### src/hdl/qacp_defines.vh
// Purpose : constants for the quad converter configuration and output port
// Assumes : included by qacp_top.v only
// Notes   : mode register layout and serializer figures
`ifndef QACP_DEFINES_VH
`define QACP_DEFINES_VH

// ---------------------------------------------------------------
// mode control register
// ---------------------------------------------------------------
`define QACP_MODE_W          8
`define QACP_MODE_RESET      8'h00
`define QACP_BIT_ONE_LANE    0
`define QACP_BIT_LOW_CURRENT 1
`define QACP_BIT_POWER_DOWN  2
`define QACP_BIT_TERM_EN     3
`define QACP_SER_LSB         4
`define QACP_SER_MSB         5

// ---------------------------------------------------------------
// serialization codes
// ---------------------------------------------------------------
`define QACP_SER_16          2'h0
`define QACP_SER_14          2'h1
`define QACP_SER_12          2'h2
`define QACP_SER_PARALLEL    2'h0

// ---------------------------------------------------------------
// bits per lane for each format
// ---------------------------------------------------------------
`define QACP_BPL_2L_16       5'h08
`define QACP_BPL_2L_14       5'h07
`define QACP_BPL_2L_12       5'h06
`define QACP_BPL_1L_16       5'h10
`define QACP_BPL_1L_14       5'h0E
`define QACP_BPL_1L_12       5'h0C

// ---------------------------------------------------------------
// word layout
// ---------------------------------------------------------------
`define QACP_DATA_W          12
`define QACP_WORD_W          16
`define QACP_CHANNELS        4

// ---------------------------------------------------------------
// pin synchroniser start value: select and encode complement idle high
// ---------------------------------------------------------------
`define QACP_SYNC_IDLE       7'h42

`endif

### src/hdl/qacp_top.v
// Purpose : configuration port and serial output framing of a four-channel
//           sampling converter
// Assumes : all pins are asynchronous to sys_clk and pass two flip-flops;
//           the encode period spans at least 17 sys_clk cycles
// Notes   : bit_tick pulses are spread over the measured encode period by a
//           fractional accumulator
`timescale 1ns/1ps
`include "qacp_defines.vh"

// Overview of operation
// - serial mode shifts data in on serial clock only while select is low
// - data input bits are captured on rising serial clock edges
// - readback drives register bits out, changing after falling clock edges
// - data output only pulls low; high comes from external pull-up
// - parallel mode: select pin level picks two-lane or one-lane output
// - parallel mode: serial clock pin level picks output drive current
// - parallel mode: data input pin level powers down the converter
// - parallel mode: data output pin is input enabling output termination
// - conversion of all channels starts on each rising encode edge outside power down
// - padding bits are zero whenever the sample is not overranged
// - two-lane 14-bit mode: frame period is two encode cycles
// - one-lane modes disable second lane, all bits on first lane
// - bit period is sample period divided by bits per lane
// - two-lane emits two bits per bit period, one-lane emits one
module qacp_top #(
    parameter MODE_W = `QACP_MODE_W,
    parameter CNT_W  = 16
) (
    // clock, reset, enable
    input  wire                     sys_clk,
    input  wire                     reset,
    input  wire                     clk_en,
    // strap and configuration pins
    input  wire                     prog_mode_strap,
    input  wire                     cs_n_pin,
    input  wire                     sck_pin,
    input  wire                     sdi_pin,
    input  wire                     sdo_pin_in,
    output wire                     sdo_pin_out,
    output reg                      sdo_pin_oe,
    // encode inputs
    input  wire                     sample_clock_pos,
    input  wire                     sample_clock_neg,
    // converter core results
    input  wire [4*12-1:0]          sample_data,
    input  wire [3:0]               sample_overrange,
    // serial outputs
    output wire [3:0]               lane_a,
    output wire [3:0]               lane_b,
    output reg                      lane_b_enable,
    output reg                      frame_start_out,
    output reg                      bit_clock_out,
    // decoded operating modes and conversion start
    output reg                      low_current,
    output reg                      power_down,
    output reg                      term_enable,
    output reg                      conv_start
);

    // ---------------------------------------------------------------
    // pin synchronisers
    // ---------------------------------------------------------------
    reg  [6:0]          sync1;
    reg  [6:0]          sync2;
    reg  [6:0]          sync3;
    wire                strap_s;
    wire                cs_n_s;
    wire                sck_s;
    wire                sdi_s;
    wire                sdo_in_s;
    wire                enc_s;
    wire                sck_rise;
    wire                sck_fall;
    wire                cs_fall;
    wire                cs_rise;
    wire                enc_rise;

    always @(posedge sys_clk or posedge reset) begin
        if (reset) begin
            // start at the pins' idle levels so no false edge follows reset
            sync1 <= `QACP_SYNC_IDLE;
            sync2 <= `QACP_SYNC_IDLE;
            sync3 <= `QACP_SYNC_IDLE;
        end else if (clk_en) begin
            sync1 <= {sample_clock_neg, sample_clock_pos, sdo_pin_in,
                      sdi_pin, sck_pin, cs_n_pin, prog_mode_strap};
            sync2 <= sync1;
            sync3 <= sync2;
        end
    end

    assign strap_s  = sync2[0];
    assign cs_n_s   = sync2[1];
    assign sck_s    = sync2[2];
    assign sdi_s    = sync2[3];
    assign sdo_in_s = sync2[4];
    // differential encode: positive rises as its complement falls
    assign enc_s    = sync2[5] & ~sync2[6];
    assign sck_rise = sck_s & ~sync3[2];
    assign sck_fall = ~sck_s & sync3[2];
    assign cs_fall  = ~cs_n_s & sync3[1];
    assign cs_rise  = cs_n_s & ~sync3[1];
    assign enc_rise = enc_s & ~(sync3[5] & ~sync3[6]);

    // ---------------------------------------------------------------
    // serial programming port
    // ---------------------------------------------------------------
    reg  [MODE_W-1:0]   mode_reg;
    reg  [MODE_W-1:0]   wr_sh;
    reg  [MODE_W-1:0]   rb_sh;
    reg  [4:0]          wr_cnt;
    wire                ser_active;

    assign ser_active = ~strap_s & ~cs_n_s;

    always @(posedge sys_clk or posedge reset) begin
        if (reset) begin
            mode_reg <= `QACP_MODE_RESET;
            wr_sh    <= {MODE_W{1'b0}};
            rb_sh    <= {MODE_W{1'b0}};
            wr_cnt   <= 5'h00;
        end else if (clk_en) begin
            if (~strap_s && cs_fall) begin
                rb_sh  <= mode_reg;
                wr_cnt <= 5'h00;
            end else if (ser_active) begin
                if (sck_rise) begin
                    wr_sh <= {wr_sh[MODE_W-2:0], sdi_s};
                    if (wr_cnt != 5'h1F)
                        wr_cnt <= wr_cnt + 5'h01;
                end
                if (sck_fall)
                    rb_sh <= {rb_sh[MODE_W-2:0], 1'b0};
            end
            // commit a complete word when select returns high
            if (~strap_s && cs_rise && wr_cnt >= MODE_W[4:0])
                mode_reg <= wr_sh;
        end
    end

    // open drain: never drives high
    assign sdo_pin_out = 1'b0;

    always @(posedge sys_clk or posedge reset) begin
        if (reset)
            sdo_pin_oe <= 1'b0;
        else if (clk_en)
            sdo_pin_oe <= ser_active & ~rb_sh[MODE_W-1];
    end

    // ---------------------------------------------------------------
    // operating mode selection
    // ---------------------------------------------------------------
    reg                 one_lane;
    reg  [1:0]          ser_fmt;
    reg  [4:0]          bpl;

    always @(posedge sys_clk or posedge reset) begin
        if (reset) begin
            one_lane    <= 1'b0;
            ser_fmt     <= `QACP_SER_16;
            low_current <= 1'b0;
            power_down  <= 1'b0;
            term_enable <= 1'b0;
        end else if (clk_en) begin
            if (strap_s) begin
                one_lane    <= cs_n_s;
                low_current <= sck_s;
                power_down  <= sdi_s;
                term_enable <= sdo_in_s;
                ser_fmt     <= `QACP_SER_PARALLEL;
            end else begin
                one_lane    <= mode_reg[`QACP_BIT_ONE_LANE];
                low_current <= mode_reg[`QACP_BIT_LOW_CURRENT];
                power_down  <= mode_reg[`QACP_BIT_POWER_DOWN];
                term_enable <= mode_reg[`QACP_BIT_TERM_EN];
                ser_fmt     <= mode_reg[`QACP_SER_MSB:`QACP_SER_LSB];
            end
        end
    end

    always @* begin
        case (ser_fmt)
            `QACP_SER_14: bpl = one_lane ? `QACP_BPL_1L_14 : `QACP_BPL_2L_14;
            `QACP_SER_12: bpl = one_lane ? `QACP_BPL_1L_12 : `QACP_BPL_2L_12;
            default:      bpl = one_lane ? `QACP_BPL_1L_16 : `QACP_BPL_2L_16;
        endcase
    end

    // ---------------------------------------------------------------
    // encode period measurement and bit tick
    // ---------------------------------------------------------------
    reg  [CNT_W-1:0]    period_cnt;
    reg  [CNT_W-1:0]    period_meas;
    reg  [CNT_W-1:0]    acc;
    reg  [4:0]          tick_cnt;
    wire [CNT_W-1:0]    acc_sum;
    wire                bit_tick;

    assign acc_sum  = acc + {{(CNT_W-5){1'b0}}, bpl};
    // spreads exactly bpl ticks over one measured encode period
    assign bit_tick = (period_meas != {CNT_W{1'b0}}) &&
                      (acc_sum >= period_meas) && (tick_cnt < bpl);

    always @(posedge sys_clk or posedge reset) begin
        if (reset) begin
            period_cnt  <= {CNT_W{1'b0}};
            period_meas <= {CNT_W{1'b0}};
            acc         <= {CNT_W{1'b0}};
            tick_cnt    <= 5'h00;
        end else if (clk_en) begin
            if (enc_rise) begin
                period_meas <= period_cnt + {{(CNT_W-1){1'b0}}, 1'b1};
                period_cnt  <= {CNT_W{1'b0}};
                acc         <= {CNT_W{1'b0}};
                tick_cnt    <= 5'h00;
            end else begin
                if (period_cnt != {CNT_W{1'b1}})
                    period_cnt <= period_cnt + {{(CNT_W-1){1'b0}}, 1'b1};
                if (bit_tick) begin
                    acc      <= acc_sum - period_meas;
                    tick_cnt <= tick_cnt + 5'h01;
                end else begin
                    acc      <= acc_sum;
                end
            end
        end
    end

    // ---------------------------------------------------------------
    // per-channel serializers
    // ---------------------------------------------------------------
    genvar ch;
    generate
        for (ch = 0; ch < `QACP_CHANNELS; ch = ch + 1) begin : g_ch
            reg  [`QACP_WORD_W-1:0] sh;
            wire [`QACP_DATA_W-1:0] d;
            wire                    pad;

            assign d   = sample_data[ch*`QACP_DATA_W +: `QACP_DATA_W];
            // padding is zero unless the sample overranged
            assign pad = sample_overrange[ch];

            always @(posedge sys_clk or posedge reset) begin
                if (reset) begin
                    sh <= {`QACP_WORD_W{1'b0}};
                end else if (clk_en) begin
                    if (enc_rise) begin
                        case (ser_fmt)
                            `QACP_SER_14: sh <= {d, pad, pad, 2'h0};
                            `QACP_SER_12: sh <= {d, 4'h0};
                            default:      sh <= {d, pad, pad, 2'h0};
                        endcase
                    end else if (bit_tick) begin
                        if (one_lane)
                            sh <= {sh[`QACP_WORD_W-2:0], 1'b0};
                        else
                            sh <= {sh[`QACP_WORD_W-3:0], 2'h0};
                    end
                end
            end

            assign lane_a[ch] = ~power_down & sh[`QACP_WORD_W-1];
            assign lane_b[ch] = ~power_down & ~one_lane &
                                sh[`QACP_WORD_W-2];
        end
    endgenerate

    // ---------------------------------------------------------------
    // frame, bit clock and conversion start
    // ---------------------------------------------------------------
    reg                 pair_phase;
    wire                two_sample_frame;
    wire [4:0]          half_bpl;

    assign two_sample_frame = ~one_lane && (ser_fmt == `QACP_SER_14);
    assign half_bpl         = {1'b0, bpl[4:1]};

    always @(posedge sys_clk or posedge reset) begin
        if (reset) begin
            pair_phase      <= 1'b0;
            frame_start_out <= 1'b0;
            bit_clock_out   <= 1'b0;
            lane_b_enable   <= 1'b0;
            conv_start      <= 1'b0;
        end else if (clk_en) begin
            conv_start    <= enc_rise & ~power_down;
            lane_b_enable <= ~one_lane & ~power_down;
            if (enc_rise)
                pair_phase <= two_sample_frame ? ~pair_phase : 1'b0;
            if (power_down) begin
                frame_start_out <= 1'b0;
                bit_clock_out   <= 1'b0;
            end else begin
                if (bit_tick)
                    bit_clock_out <= ~bit_clock_out;
                if (two_sample_frame)
                    frame_start_out <= ~pair_phase;
                else
                    frame_start_out <= (tick_cnt < half_bpl);
            end
        end
    end

endmodule // qacp_top
### config.mk
export PLATFORM = sky130hd
export DESIGN_NAME = qacp_top
export DESIGN_NICKNAME = d
export VERILOG_FILES = /design/src/hdl/qacp_top.v
export VERILOG_INCLUDE_DIRS = /design/src /design/src/hdl
export SDC_FILE = /design/constraint.sdc
export NUM_CORES = 1
export LEC_CHECK = 0
export BUFFER_PORTS_ARGS = -buffer_cell sky130_fd_sc_hd__buf_2
export CAP_MARGIN = 20
export CELL_PAD_IN_SITES_DETAIL_PLACEMENT = 0
export CELL_PAD_IN_SITES_GLOBAL_PLACEMENT = 2
export CORE_MARGIN = 2
export CORE_UTILIZATION = 42
export CTS_CLUSTER_DIAMETER = 50
export CTS_CLUSTER_SIZE = 14
export DETAILED_ROUTE_END_ITERATION = 8
export HOLD_SLACK_MARGIN = 0.03
export PLACE_DENSITY = 0.91
export SYNTH_ARGS = -nofsm -noshare
export SYNTH_HDL_FRONTEND = slang
export SYNTH_SLANG_ARGS = --single-unit
### constraint.sdc
create_clock -name sys_clk -period 10.36 [get_ports sys_clk]
set_input_delay 1.036 -clock sys_clk [delete_from_list [all_inputs] [get_ports sys_clk]]
set_output_delay 1.036 -clock sys_clk [all_outputs]
set_load 0.05 [all_outputs]
==> impl_metrics.csv, run 1 <==
group,metric,value,unit
finish,largest_register_ffs,56,
die,rows,55,
clock_tree,clock_latency,0.43,ns
finish,layout.cells.most_common,"dfrtp_1",
clock_tree,root_buffer,"clkbuf_16",
synth,avgSynthCellArea,10.1,um^2
worst_setup_path,cp-start-kind,"flop",
timing,setup_viol_count_final,0,
finish,area_delta_synth_final,12.3,%
timing,maxSlewViolCount,0,
placed_design,dp_hpwl,15300,um
worst_setup_path,r2r_end,"g_ch[3].sh[7]$_DFFE_PP0P_",
detailed_routing,ant_nets,0,
power,peakVddDrop,0.000122,V
global_route,antenna_found_initial,1,
worst_setup_path,reg2reg_depth,17,
clock_tree,cts_inserted_buffers,17,
placed_design,port_buffers,77,
worst_setup_path,critPathKind,"reg2reg",
worst_setup_path,rr_startpoint,"one_lane$_DFFE_PP0P_",
worst_setup_path,crit_path_end_kind,"flop",
finish,nNetsFinal,1122,
global_route,grt_max_degree,104,
detailed_routing,wl_per_cell,16.4,um
synth,ys_seq_area_share,43.0,%
min_path,worstHoldEndpoint,"rb_sh[3]$_DFFE_PP0P_",
synth,syn_nets,1070,
finish,largest_register,"g_ch.sh",
detailed_routing,wl,22200,um
clock_tree,clock_path_buffers,2,
min_path,min_path_cells,2,
detailed_routing,drt_pass1_iterations,5,
power,p_leak,5.11,nW
placed_design,routabilityCongestion,0.811,
min_path,hold_class,"reg2reg",
detailed_routing,viasPerCell,5.35,
die,dieArea,24600,um^2
die,die_w,157,um
timing,clock.fmax,0.165,GHz
synth,synth_cell_types,71,
timing,fin_ws,4.30,ns
clock_tree,ctsHtreeMaxLevel,4,
die,ios,79,
timing,tightestPinTransition,0.983,ns
timing,slew_headroom,34.3,%
synth,synth_edf_count,0,
finish,final_cell_mix,"dfrtp_1, o21ai_0, nand2_1, buf_2, mux2_2",
min_path,min_from,"rb_sh[3]$_DFFE_PP0P_",
global_route,grt_pass1_vias,7070,
worst_setup_path,r2r_slack,4.30,ns
clock_tree,cts_tree,"done",
worst_setup_path,crit_required,10.68,ns
synth,synth_warnings,0,
synth,synthArstFlopShare,100,%
placed_design,dp.cells,1318,
clock_tree,cts.sinks,168,
global_route,grt_pass1_wl,36900,um
die,die_h,157,um
timing,skew,0.0139,ns
timing,setup_tns,0,ns
timing,rsz0062_at_grt,"no",
timing,hold_viol,0,
detailed_routing,num_vias,7223,
timing,final.period_utilization,58.5,%
worst_setup_path,critPathMaxFanout,60,
synth,ys.flop_type,"dfrtp_1",
synth,syn_area,9800,um^2
worst_setup_path,timing.critical_path.arrival,6.38,ns
die,initial_utilization,43.0,%
finish,final_core_util,48.3,%
power,p_per_area,264,nW/um^2
detailed_routing,drc,0,
finish,final_layout_size_suffix_gt1_share,21.7,%
detailed_routing,drt-initial-drc-count,540,
global_route,grt.overflow.total,0,
synth,syn_inst,972,
clock_tree,post_cts_buffers,0,
clock_tree,cts_resized,0,
outcome,status,"finished, final reports clean",
clock_tree,hold_buffers,0,
placed_design,place_ws,4.34,ns
flow_run,drv_cap,0,
finish,fin_cells,1351,
clock_tree,path_clk_slew,0.08,ns
global_route,track_usage,18.7,%
synth,ys_ff_latch,168,
timing,min_period,6.06,ns
die,core_area,22800,um^2
power by group:
part | total [W] | switching [W] | internal [W] | leakage (nW)
clock network | 0.000641 | 0.000314 | 0.000326 | 0.294
logic | 0.00127 | 0.000685 | 0.000589 | 2.64
registers | 0.000989 | 0.000159 | 0.000830 | 2.18
total | 0.00290 | 0.00116 | 0.00174 | 5.11
cells by family (layout without fill, tap and decap cells):
logic type	after synthesis	count (layout)	share of synthesized area [%]
xor gates and xnor gates	40	40	3.57
adders and majority gates	36	36	4.67
muxes	158	158	17.8
and+or+nand+nor	254	254	12.6
DFF	168	168	43.0
AOI/OAI and AO/OA	228	228	14.5
buffers and inverters	87	152	3.85
other	1	2	0.0383
synth_stat cells, drive strengths merged (6+ instances only):
master	instances	share of area (%)
and2	7	0.45
mux2i	69	7.0
o31ai	7	0.54
o2bb2ai	6	0.54
nor2b	13	0.83
and3	16	1.0
a21o	7	0.54
o21ai	117	6.1
buf	20	1.3
dfrtp	162	41
nand2	110	4.2
a21oi	35	1.8
xor2	12	1.1
nor2	49	1.9
nand2b	9	0.57
ha	35	4.5
a32o	11	1.1
xnor2	28	2.5
nand3	14	0.71
a31oi	8	0.66
clkbuf	30	1.1
nand4	6	0.45
o22ai	6	0.38
dfstp	6	1.6
inv	37	1.4
nor3	7	0.36
mux2	89	11
area by class of cell:
| type | count | area [um^2] |
|---|---|---|
| Sequential cell | 168 | 4220 |
| Multi-Input combinational cell | 717 | 5220 |
| Clock inverter | 15 | 178 |
| Tap cell | 313 | 392 |
| Clock buffer | 17 | 425 |
| Inverter | 37 | 144 |
| Fill cell | 2163 | 11800 |
| Timing Repair Buffer | 83 | 430 |
| Antenna cell | 1 | 2.50 |
per-stage QoR:
stage / total power, W / hold WS (ns) / cell area [um^2]
2_1_floorplan: 0.00201 / 0.441 / 9800
3_3_place_gp: 0.00226 / 0.459 / 10400
3_5_place_dp: 0.00227 / 0.469 / 10400
4_1_cts: 0.00292 / 0.486 / 11000
5_1_grt: 0.00313 / 0.524 / 11000
6_report: 0.00290 / 0.482 / 11000
metal layers:
metal | global-route usage (%) | wire (um) | up-vias
met5 | 0 | 0 | -
met1 | 27.2 | 11000 | 3542
li1 | - | - | 3571
met2 | 29.2 | 10400 | 90
met3 | 2.63 | 446 | 20
met4 | 5.37 | 293 | 0
worst max path at each step:
stage / startpoint / end / cells past startpoint
floorplan: reset / acc[0]$_DFFE_PP0P_ / 1
global placement: one_lane$_DFFE_PP0P_ / g_ch[3].sh[9]$_DFFE_PP0P_ / 17
detailed placement: one_lane$_DFFE_PP0P_ / g_ch[3].sh[7]$_DFFE_PP0P_ / 17
CTS: one_lane$_DFFE_PP0P_ / g_ch[3].sh[7]$_DFFE_PP0P_ / 17
global route: one_lane$_DFFE_PP0P_ / g_ch[3].sh[6]$_DFFE_PP0P_ / 18
finish: one_lane$_DFFE_PP0P_ / g_ch[3].sh[7]$_DFFE_PP0P_ / 17
worst max-delay path, cell delays in order, from the launching register on:
cell	delay [ns]
dfrtp_4	1.04
o21ai_0	0.21
mux2i_1	0.32
ha_1	0.32
nand2_1	0.07
a21oi_1	0.07
nor2_1	0.53
nor3_1	0.14
or2_2	0.31
ha_1	0.36
a21oi_1	0.22
o21ai_0	0.10
a21oi_1	0.22
a31oi_4	0.14
and2_1	0.48
o21ai_4	0.25
buf_4	0.66
mux2_2	0.42
Power figures use the tool's default switching activity.
==> run 2: changes to the inputs <==
--- a/config.mk
+++ b/config.mk
@@ -6,17 +6,18 @@
 export SDC_FILE = /design/constraint.sdc
 export NUM_CORES = 1
 export LEC_CHECK = 0
+export ABC_AREA = 1
 export BUFFER_PORTS_ARGS = -buffer_cell sky130_fd_sc_hd__buf_2
 export CAP_MARGIN = 20
 export CELL_PAD_IN_SITES_DETAIL_PLACEMENT = 0
 export CELL_PAD_IN_SITES_GLOBAL_PLACEMENT = 2
 export CORE_MARGIN = 2
-export CORE_UTILIZATION = 42
+export CORE_UTILIZATION = 32
 export CTS_CLUSTER_DIAMETER = 50
 export CTS_CLUSTER_SIZE = 14
 export DETAILED_ROUTE_END_ITERATION = 8
 export HOLD_SLACK_MARGIN = 0.03
-export PLACE_DENSITY = 0.91
+export PLACE_DENSITY = 0.82
 export SYNTH_ARGS = -nofsm -noshare
 export SYNTH_HDL_FRONTEND = slang
 export SYNTH_SLANG_ARGS = --single-unit
==> constraint.sdc (replaced) <==
create_clock -name sys_clk -period 4.9 [get_ports sys_clk]
set_input_delay 0.49 -clock sys_clk [delete_from_list [all_inputs] [get_ports sys_clk]]
set_output_delay 0.49 -clock sys_clk [all_outputs]
set_load 0.05 [all_outputs]
==> impl_metrics.csv, run 2 <==
group,metric,value,unit
outcome,status,"finished, final reports clean",
finish,fin_cells,1712,
finish,largest_register_ffs,56,
flow_run,drv_cap,0,
finish,nNetsFinal,1407,
timing,hold_viol,0,
detailed_routing,drt_pass1_iterations,4,
clock_tree,ctsHtreeMaxLevel,4,
worst_setup_path,cp-start-kind,"flop",
finish,area_delta_synth_final,14.1,%
finish,final_layout_size_suffix_gt1_share,11.7,%
detailed_routing,wl_met2,11400,um
worst_setup_path,crit_required,5.25,ns
power,p_per_area,569,nW/um^2
timing,maxSlewViolCount,0,
worst_setup_path,rr_startpoint,"ser_fmt[0]$_DFFE_PP0P_",
finish,layout.cells.most_common,"nand2_1",
synth,synthTopCellsByArea,"dfrtp_1, nand2_1, o21ai_0",
synth,synth_warnings,0,
global_route,grt_pass1_vias,7918,
finish,final_core_util,37.3,%
timing,slew_headroom,37.1,%
finish,ff_latch_area,4210,um^2
timing,skew,0.0187,ns
die,dieArea,31900,um^2
detailed_routing,wl,24700,um
placed_design,dp.cells,1679,
min_path,hold_class,"in2reg",
synth,synthArstFlopShare,100,%
clock_tree,cts_resized,0,
timing,fin_ws,0.500,ns
timing,tightestPinTransition,0.944,ns
finish,largest_register,"g_ch.sh",
worst_setup_path,timing.critical_path.arrival,4.75,ns
global_route,track_usage,16.4,%
clock_tree,post_cts_buffers,0,
worst_setup_path,critPathMaxFanout,44,
clock_tree,cts_tree,"done",
finish,multi_input_area,4790,um^2
finish,final_cell_mix,"nand2_1, dfrtp_1, o21ai_0, inv_1, buf_2",
timing,final.period_utilization,89.8,%
detailed_routing,met3_length,659,um
synth,synthDominantCellAreaShare,41.5,%
die,die_h,179,um
timing,rsz0062_at_grt,"no",
power,peakVddDrop,0.000278,V
synth,synth_top_area_cell,"dfrtp_1",
global_route,antenna_found_initial,0,
worst_setup_path,reg2reg_depth,25,
worst_setup_path,r2r_slack,0.50,ns
synth,synth_edf_count,0,
power,p_leak,5.21,nW
detailed_routing,num_vias,8009,
synth,synth_cell_types,43,
finish,nFillCells,3138,
clock_tree,clock_path_buffers,2,
detailed_routing,wl_per_cell,14.4,um
placed_design,dp_hpwl,17400,um
synth,synth-compound-area-share,13.7,%
placed_design,port_buffers,77,
synth,synthAdderAreaFrac,4.69,%
synth,syn_inst,1253,
placed_design,place_ws,0.496,ns
placed_design,routabilityCongestion,0.842,
detailed_routing,drc,0,
global_route,grt.overflow.total,0,
synth,syn_area,9760,um^2
detailed_routing,drt-met1-wl,12500,um
die,rows,63,
worst_setup_path,critPathLaunch,"ser_fmt[0]$_DFFE_PP0P_",
synth,yosysMostFrequentCell,"nand2_1",
detailed_routing,drt-initial-drc-count,494,
worst_setup_path,cp-endpoint,"tick_cnt[4]$_DFFE_PP0P_",
detailed_routing,viasPerCell,4.68,
worst_setup_path,critPathKind,"reg2reg",
finish,num_antenna_cells,0,
timing,setup_tns,0,ns
clock_tree,root_buffer,"clkbuf_16",
synth,syn_nets,1351,
power,totalPowerFinal,0.00633,W
clock_tree,clock_latency,0.44,ns
die,initial_utilization,32.7,%
detailed_routing,top_layer,"met4",
synth,ys_ff_latch,168,
synth,avgSynthCellArea,7.79,um^2
die,die_w,179,um
clock_tree,path_clk_slew,0.07,ns
worst_setup_path,crit_path_end_kind,"flop",
synth,synth-xor-area-share,3.32,%
min_path,min_from,"prog_mode_strap",
synth,ys.flop_type,"dfrtp_1",
die,ios,79,
synth,synthSimpleGateAreaFrac,22.2,%
clock_tree,cts_inserted_buffers,17,
synth,synth_top_family_by_area,"simple AND/OR/NAND/NOR gates",
timing,min_period,4.40,ns
timing,setup_viol_count_final,0,
synth,ys_seq_area_share,43.1,%
synth,synthMuxAreaShare,5.04,%
synth,synthTopCellsByCount,"nand2_1, dfrtp_1, o21ai_0",
global_route,grt_pass1_wl,41400,um
timing,clock.fmax,0.227,GHz
worst_setup_path,r2r_end,"tick_cnt[4]$_DFFE_PP0P_",
global_route,grt_max_degree,169,
die,core_area,29900,um^2
clock_tree,cts.sinks,168,
clock_tree,hold_buffers,0,
detailed_routing,ant_nets,0,
run 2: cell count changes after synthesis, moves of 20 or more:
cell and delta:
inv_1 +99, mux2_2 -74, mux2i_1 -21, nand2_1 +244, nand3_1 +39, o21ai_0 +30
o21ai_1 +52, xnor2_1 -20
run 2: power breakdown:
group	switching [W]	internal, W
clock	0.000616	0.000783
sequential	0.000265	0.00176
combinational	0.00191	0.00101
run 2: worst min path at each step:
stage	end	slack, ns	cells after the start
finish	sync1[0]$_DFFE_PP0P_	0.25	3
global route	sync1[4]$_DFFE_PP0P_	0.23	3
CTS	sync1[0]$_DFFE_PP0P_	0.23	3
detailed placement	sync1[1]$_DFFE_PP1P_	0.46	2
global placement	sdo_pin_oe$_DFFE_PP0P_	0.45	1
floorplan	sdo_pin_oe$_DFFE_PP0P_	0.43	1
run 2: through the flow:
stage                     area (um^2)  hold WS (ns)
after detailed placement        10500         0.458
after CTS                       11100         0.232
after global routing            11100         0.234
final                           11100         0.251
after global placement          10500         0.453
after floorplan                  9770         0.433
run 2: layer usage:
| metal | vias to the layer above | track usage, % |
|---|---|---|
| li1 | 4195 | - |
| met1 | 3698 | 23.4 |
| met2 | 98 | 26.2 |
| met3 | 18 | 2.88 |
| met4 | 0 | 3.39 |
| met5 | - | 0 |
run 2: area by class of cell:
type                            instances  area share [%]
Timing Repair Buffer                   88            4.60
Multi-Input combinational cell        894            43.0
Clock buffer                           19            3.98
Inverter                              140            4.75
Tap cell                              390            4.38
Clock inverter                         13            1.45
Sequential cell                       168            37.8
run 2: worst max-delay path, cell delays in order (launching register included):
cell	delay (ns)
dfrtp_1	0.35
inv_1	0.05
ha_1	0.38
inv_1	0.16
nand2_1	0.07
nand2_1	0.11
inv_1	0.08
ha_1	0.32
nand2_1	0.08
nor2_1	0.10
nand2_1	0.06
nand2_1	0.20
nand2_1	0.14
xor2_1	0.24
ha_1	0.33
a21oi_1	0.21
o21a_1	0.17
nor2_1	0.04
nor2_1	0.11
nand2_2	0.10
nand3_4	0.14
nand2_4	0.10
nand2_4	0.34
buf_12	0.28
nand2_1	0.10
o21ai_2	0.06
run 2: logic make-up (layout without fill, tap and decap cells):
family,count (synthesis),in the layout
and+or+nand+nor,519,519
adders and majority gates,36,36
DFF,168,168
other,1,1
AOI/OAI and AO/OA,252,252
muxes,49,49
xor gates and xnor gates,37,37
buffers and inverters,191,260
==> run 3: changes to the inputs <==
--- a/config.mk
+++ b/config.mk
@@ -6,18 +6,17 @@
 export SDC_FILE = /design/constraint.sdc
 export NUM_CORES = 1
 export LEC_CHECK = 0
-export ABC_AREA = 1
 export BUFFER_PORTS_ARGS = -buffer_cell sky130_fd_sc_hd__buf_2
 export CAP_MARGIN = 20
 export CELL_PAD_IN_SITES_DETAIL_PLACEMENT = 0
 export CELL_PAD_IN_SITES_GLOBAL_PLACEMENT = 2
 export CORE_MARGIN = 2
-export CORE_UTILIZATION = 32
+export CORE_UTILIZATION = 36
 export CTS_CLUSTER_DIAMETER = 50
 export CTS_CLUSTER_SIZE = 14
 export DETAILED_ROUTE_END_ITERATION = 8
 export HOLD_SLACK_MARGIN = 0.03
-export PLACE_DENSITY = 0.82
+export PLACE_DENSITY = 0.83
 export SYNTH_ARGS = -nofsm -noshare
 export SYNTH_HDL_FRONTEND = slang
 export SYNTH_SLANG_ARGS = --single-unit
==> impl_metrics.csv, run 3 (synthesis gave the netlist of run 1 again) <==
group,metric,value,unit
global_route,antenna_found_initial,1,
finish,area_delta_synth_final,15.3,%
worst_setup_path,cp-start-kind,"flop",
timing,hold_ws,0.247,ns
worst_setup_path,critPathMaxFanout,23,
worst_setup_path,r2r_end,"g_ch[2].sh[8]$_DFFE_PP0P_",
placed_design,dp_hpwl,15900,um
placed_design,placed_area,10600,um^2
min_path,hold_class,"in2async",
timing,slew_headroom,33.5,%
power,peakVddDrop,0.000228,V
power,p_leak,5.24,nW
detailed_routing,drt_pass1_iterations,4,
timing,final.period_utilization,94.5,%
finish,layout.cells.most_common,"dfrtp_1",
die,ios,79,
worst_setup_path,critPathLaunch,"ser_fmt[0]$_DFFE_PP0P_",
clock_tree,cts_inserted_buffers,17,
timing,skew,0.0176,ns
timing,tightestPinTransition,0.995,ns
timing,maxSlewViolCount,0,
clock_tree,root_buffer,"clkbuf_16",
global_route,grt_max_degree,77,
die,initial_utilization,36.5,%
worst_setup_path,reg2reg_depth,21,
detailed_routing,num_vias,7254,
placed_design,port_buffers,77,
finish,final_cell_area,11300,um^2
worst_setup_path,r2r_slack,0.27,ns
die,dieArea,28600,um^2
timing,hold_viol,0,
worst_setup_path,critPathKind,"reg2reg",
placed_design,routabilityCongestion,0.818,
worst_setup_path,timing.critical_path.arrival,4.94,ns
clock_tree,ctsHtreeMaxLevel,4,
die,die_w,169,um
timing,min_period,4.63,ns
worst_setup_path,cp-endpoint,"g_ch[2].sh[8]$_DFFE_PP0P_",
global_route,track_usage,16.3,%
clock_tree,hold_buffers,0,
finish,nFillCells,2657,
power,p_per_area,568,nW/um^2
global_route,grt_pass1_wl,37600,um
clock_tree,cts_tree,"done",
worst_setup_path,crit_path_end_kind,"flop",
detailed_routing,ant_nets,0,
finish,nNetsFinal,1138,
clock_tree,clock_path_buffers,2,
finish,final_layout_size_suffix_gt1_share,23.6,%
detailed_routing,wl_per_cell,16.4,um
flow_run,drv_cap,0,
global_route,grt.overflow.total,0,
detailed_routing,drt-initial-drc-count,452,
die,die_h,169,um
die,core_area,26900,um^2
timing,setup_viol_count_final,0,
detailed_routing,wl,22900,um
finish,largest_register_ffs,56,
outcome,status,"finished, final reports clean",
timing,setup_tns,0,ns
clock_tree,path_clk_slew,0.07,ns
timing,fin_ws,0.269,ns
detailed_routing,drc,0,
clock_tree,cts.sinks,168,
clock_tree,clock_latency,0.43,ns
finish,final_cell_mix,"dfrtp_1, o21ai_0, nand2_1, buf_2, mux2_2",
worst_setup_path,crit_required,5.21,ns
detailed_routing,viasPerCell,5.20,
die,rows,60,
global_route,grt_pass1_vias,7288,
placed_design,place_ws,0.111,ns
finish,final_core_util,42.0,%
worst_setup_path,rr_startpoint,"ser_fmt[0]$_DFFE_PP0P_",
timing,clock.fmax,0.216,GHz
finish,largest_register,"g_ch.sh",
==> run 3: cell count changes in the layout (fill, tap and decap cells not counted), sizes merged, moves of 11 or more <==
cell | previous run | this run
mux2 | 1 | 89
and3 | 0 | 16
xor2 | 29 | 12
nand3 | 54 | 14
mux2i | 48 | 69
o21ai | 204 | 117
nand2 | 357 | 110
a32o | 0 | 11
xnor2 | 8 | 28
nor2b | 0 | 13
inv | 144 | 44
nor2 | 64 | 49
==> run 3: per-stage QoR <==
| stage | power [W] | std cells |
|---|---|---|
| floorplan | 0.00426 | 972 |
| global placement | 0.00488 | 1356 |
| detailed placement | 0.00491 | 1356 |
| CTS | 0.00637 | 1388 |
| global route | 0.00691 | 1395 |
| finish | 0.00641 | 1395 |
==> run 3: worst min path at each step <==
stage | to | slack [ns] | cells after the start
2_1_floorplan | pair_phase$_DFFE_PP0P_ | 0.44 | 2
3_3_place_gp | pair_phase$_DFFE_PP0P_ | 0.46 | 2
3_5_place_dp | rb_sh[0]$_DFFE_PP0P_ | 0.47 | 2
4_1_cts | sync1[2]$_DFFE_PP0P_ | 0.26 | 2
5_1_grt | sync1[6]$_DFFE_PP1P_ | 0.27 | 2
6_report | sync2[4]$_DFFE_PP0P_ | 0.25 | 2
==> run 3: timing repair <==
action / in CTS / in global routing
endpoints found under the setup margin: 0 / 77
gates resized for setup: 0 / 10
setup buffers: 0 / 4
==> run 3: layer usage <==
metal	routed length (um)	GRT usage [%]	vias to the layer above	share of wire, %
li1	-	-	3619	-
met1	11300	22.7	3527	49
met2	10700	26.2	90	47
met3	612	2.97	18	2.7
met4	311	4.79	0	1.4
met5	0	0	-	0
==> run 3: layout make-up <==
| cell class | instances | area, um^2 | area share (%) |
|---|---|---|---|
| timing repair buffer | 99 | 626 | 5.54 |
| inverter | 37 | 143 | 1.26 |
| multi-input combinational | 717 | 5250 | 46.4 |
| clock inverter | 15 | 214 | 1.89 |
| tap | 341 | 427 | 3.78 |
| antenna | 1 | 2.50 | 0.0221 |
| clock buffer | 17 | 425 | 3.76 |
| sequential | 168 | 4220 | 37.3 |
==> run 3: power by group <==
part	switching, W	leakage [nW]	internal [W]
sequential	0.000313	2.18	0.00175
clock	0.000707	0.305	0.000714
combinational	0.00155	2.75	0.00137
total	0.00257	5.24	0.00384
==> run 3: worst max-delay path, stage by stage, from the launching register on <==
cell and delay [ns]:
dfrtp_1 0.35, inv_1 0.06, ha_1 0.31, inv_1 0.12, mux2i_2 0.29, ha_1 0.30
a21o_1 0.18, a31oi_1 0.22, a21boi_2 0.13, or2_2 0.32, nand2_1 0.09, xnor2_1 0.09
ha_1 0.39, nand4_1 0.14, and2b_1 0.27, o211ai_2 0.11, a31oi_4 0.24, and2_4 0.21
o21ai_4 0.06, buf_4 0.16, buf_12 0.16, mux2_4 0.31
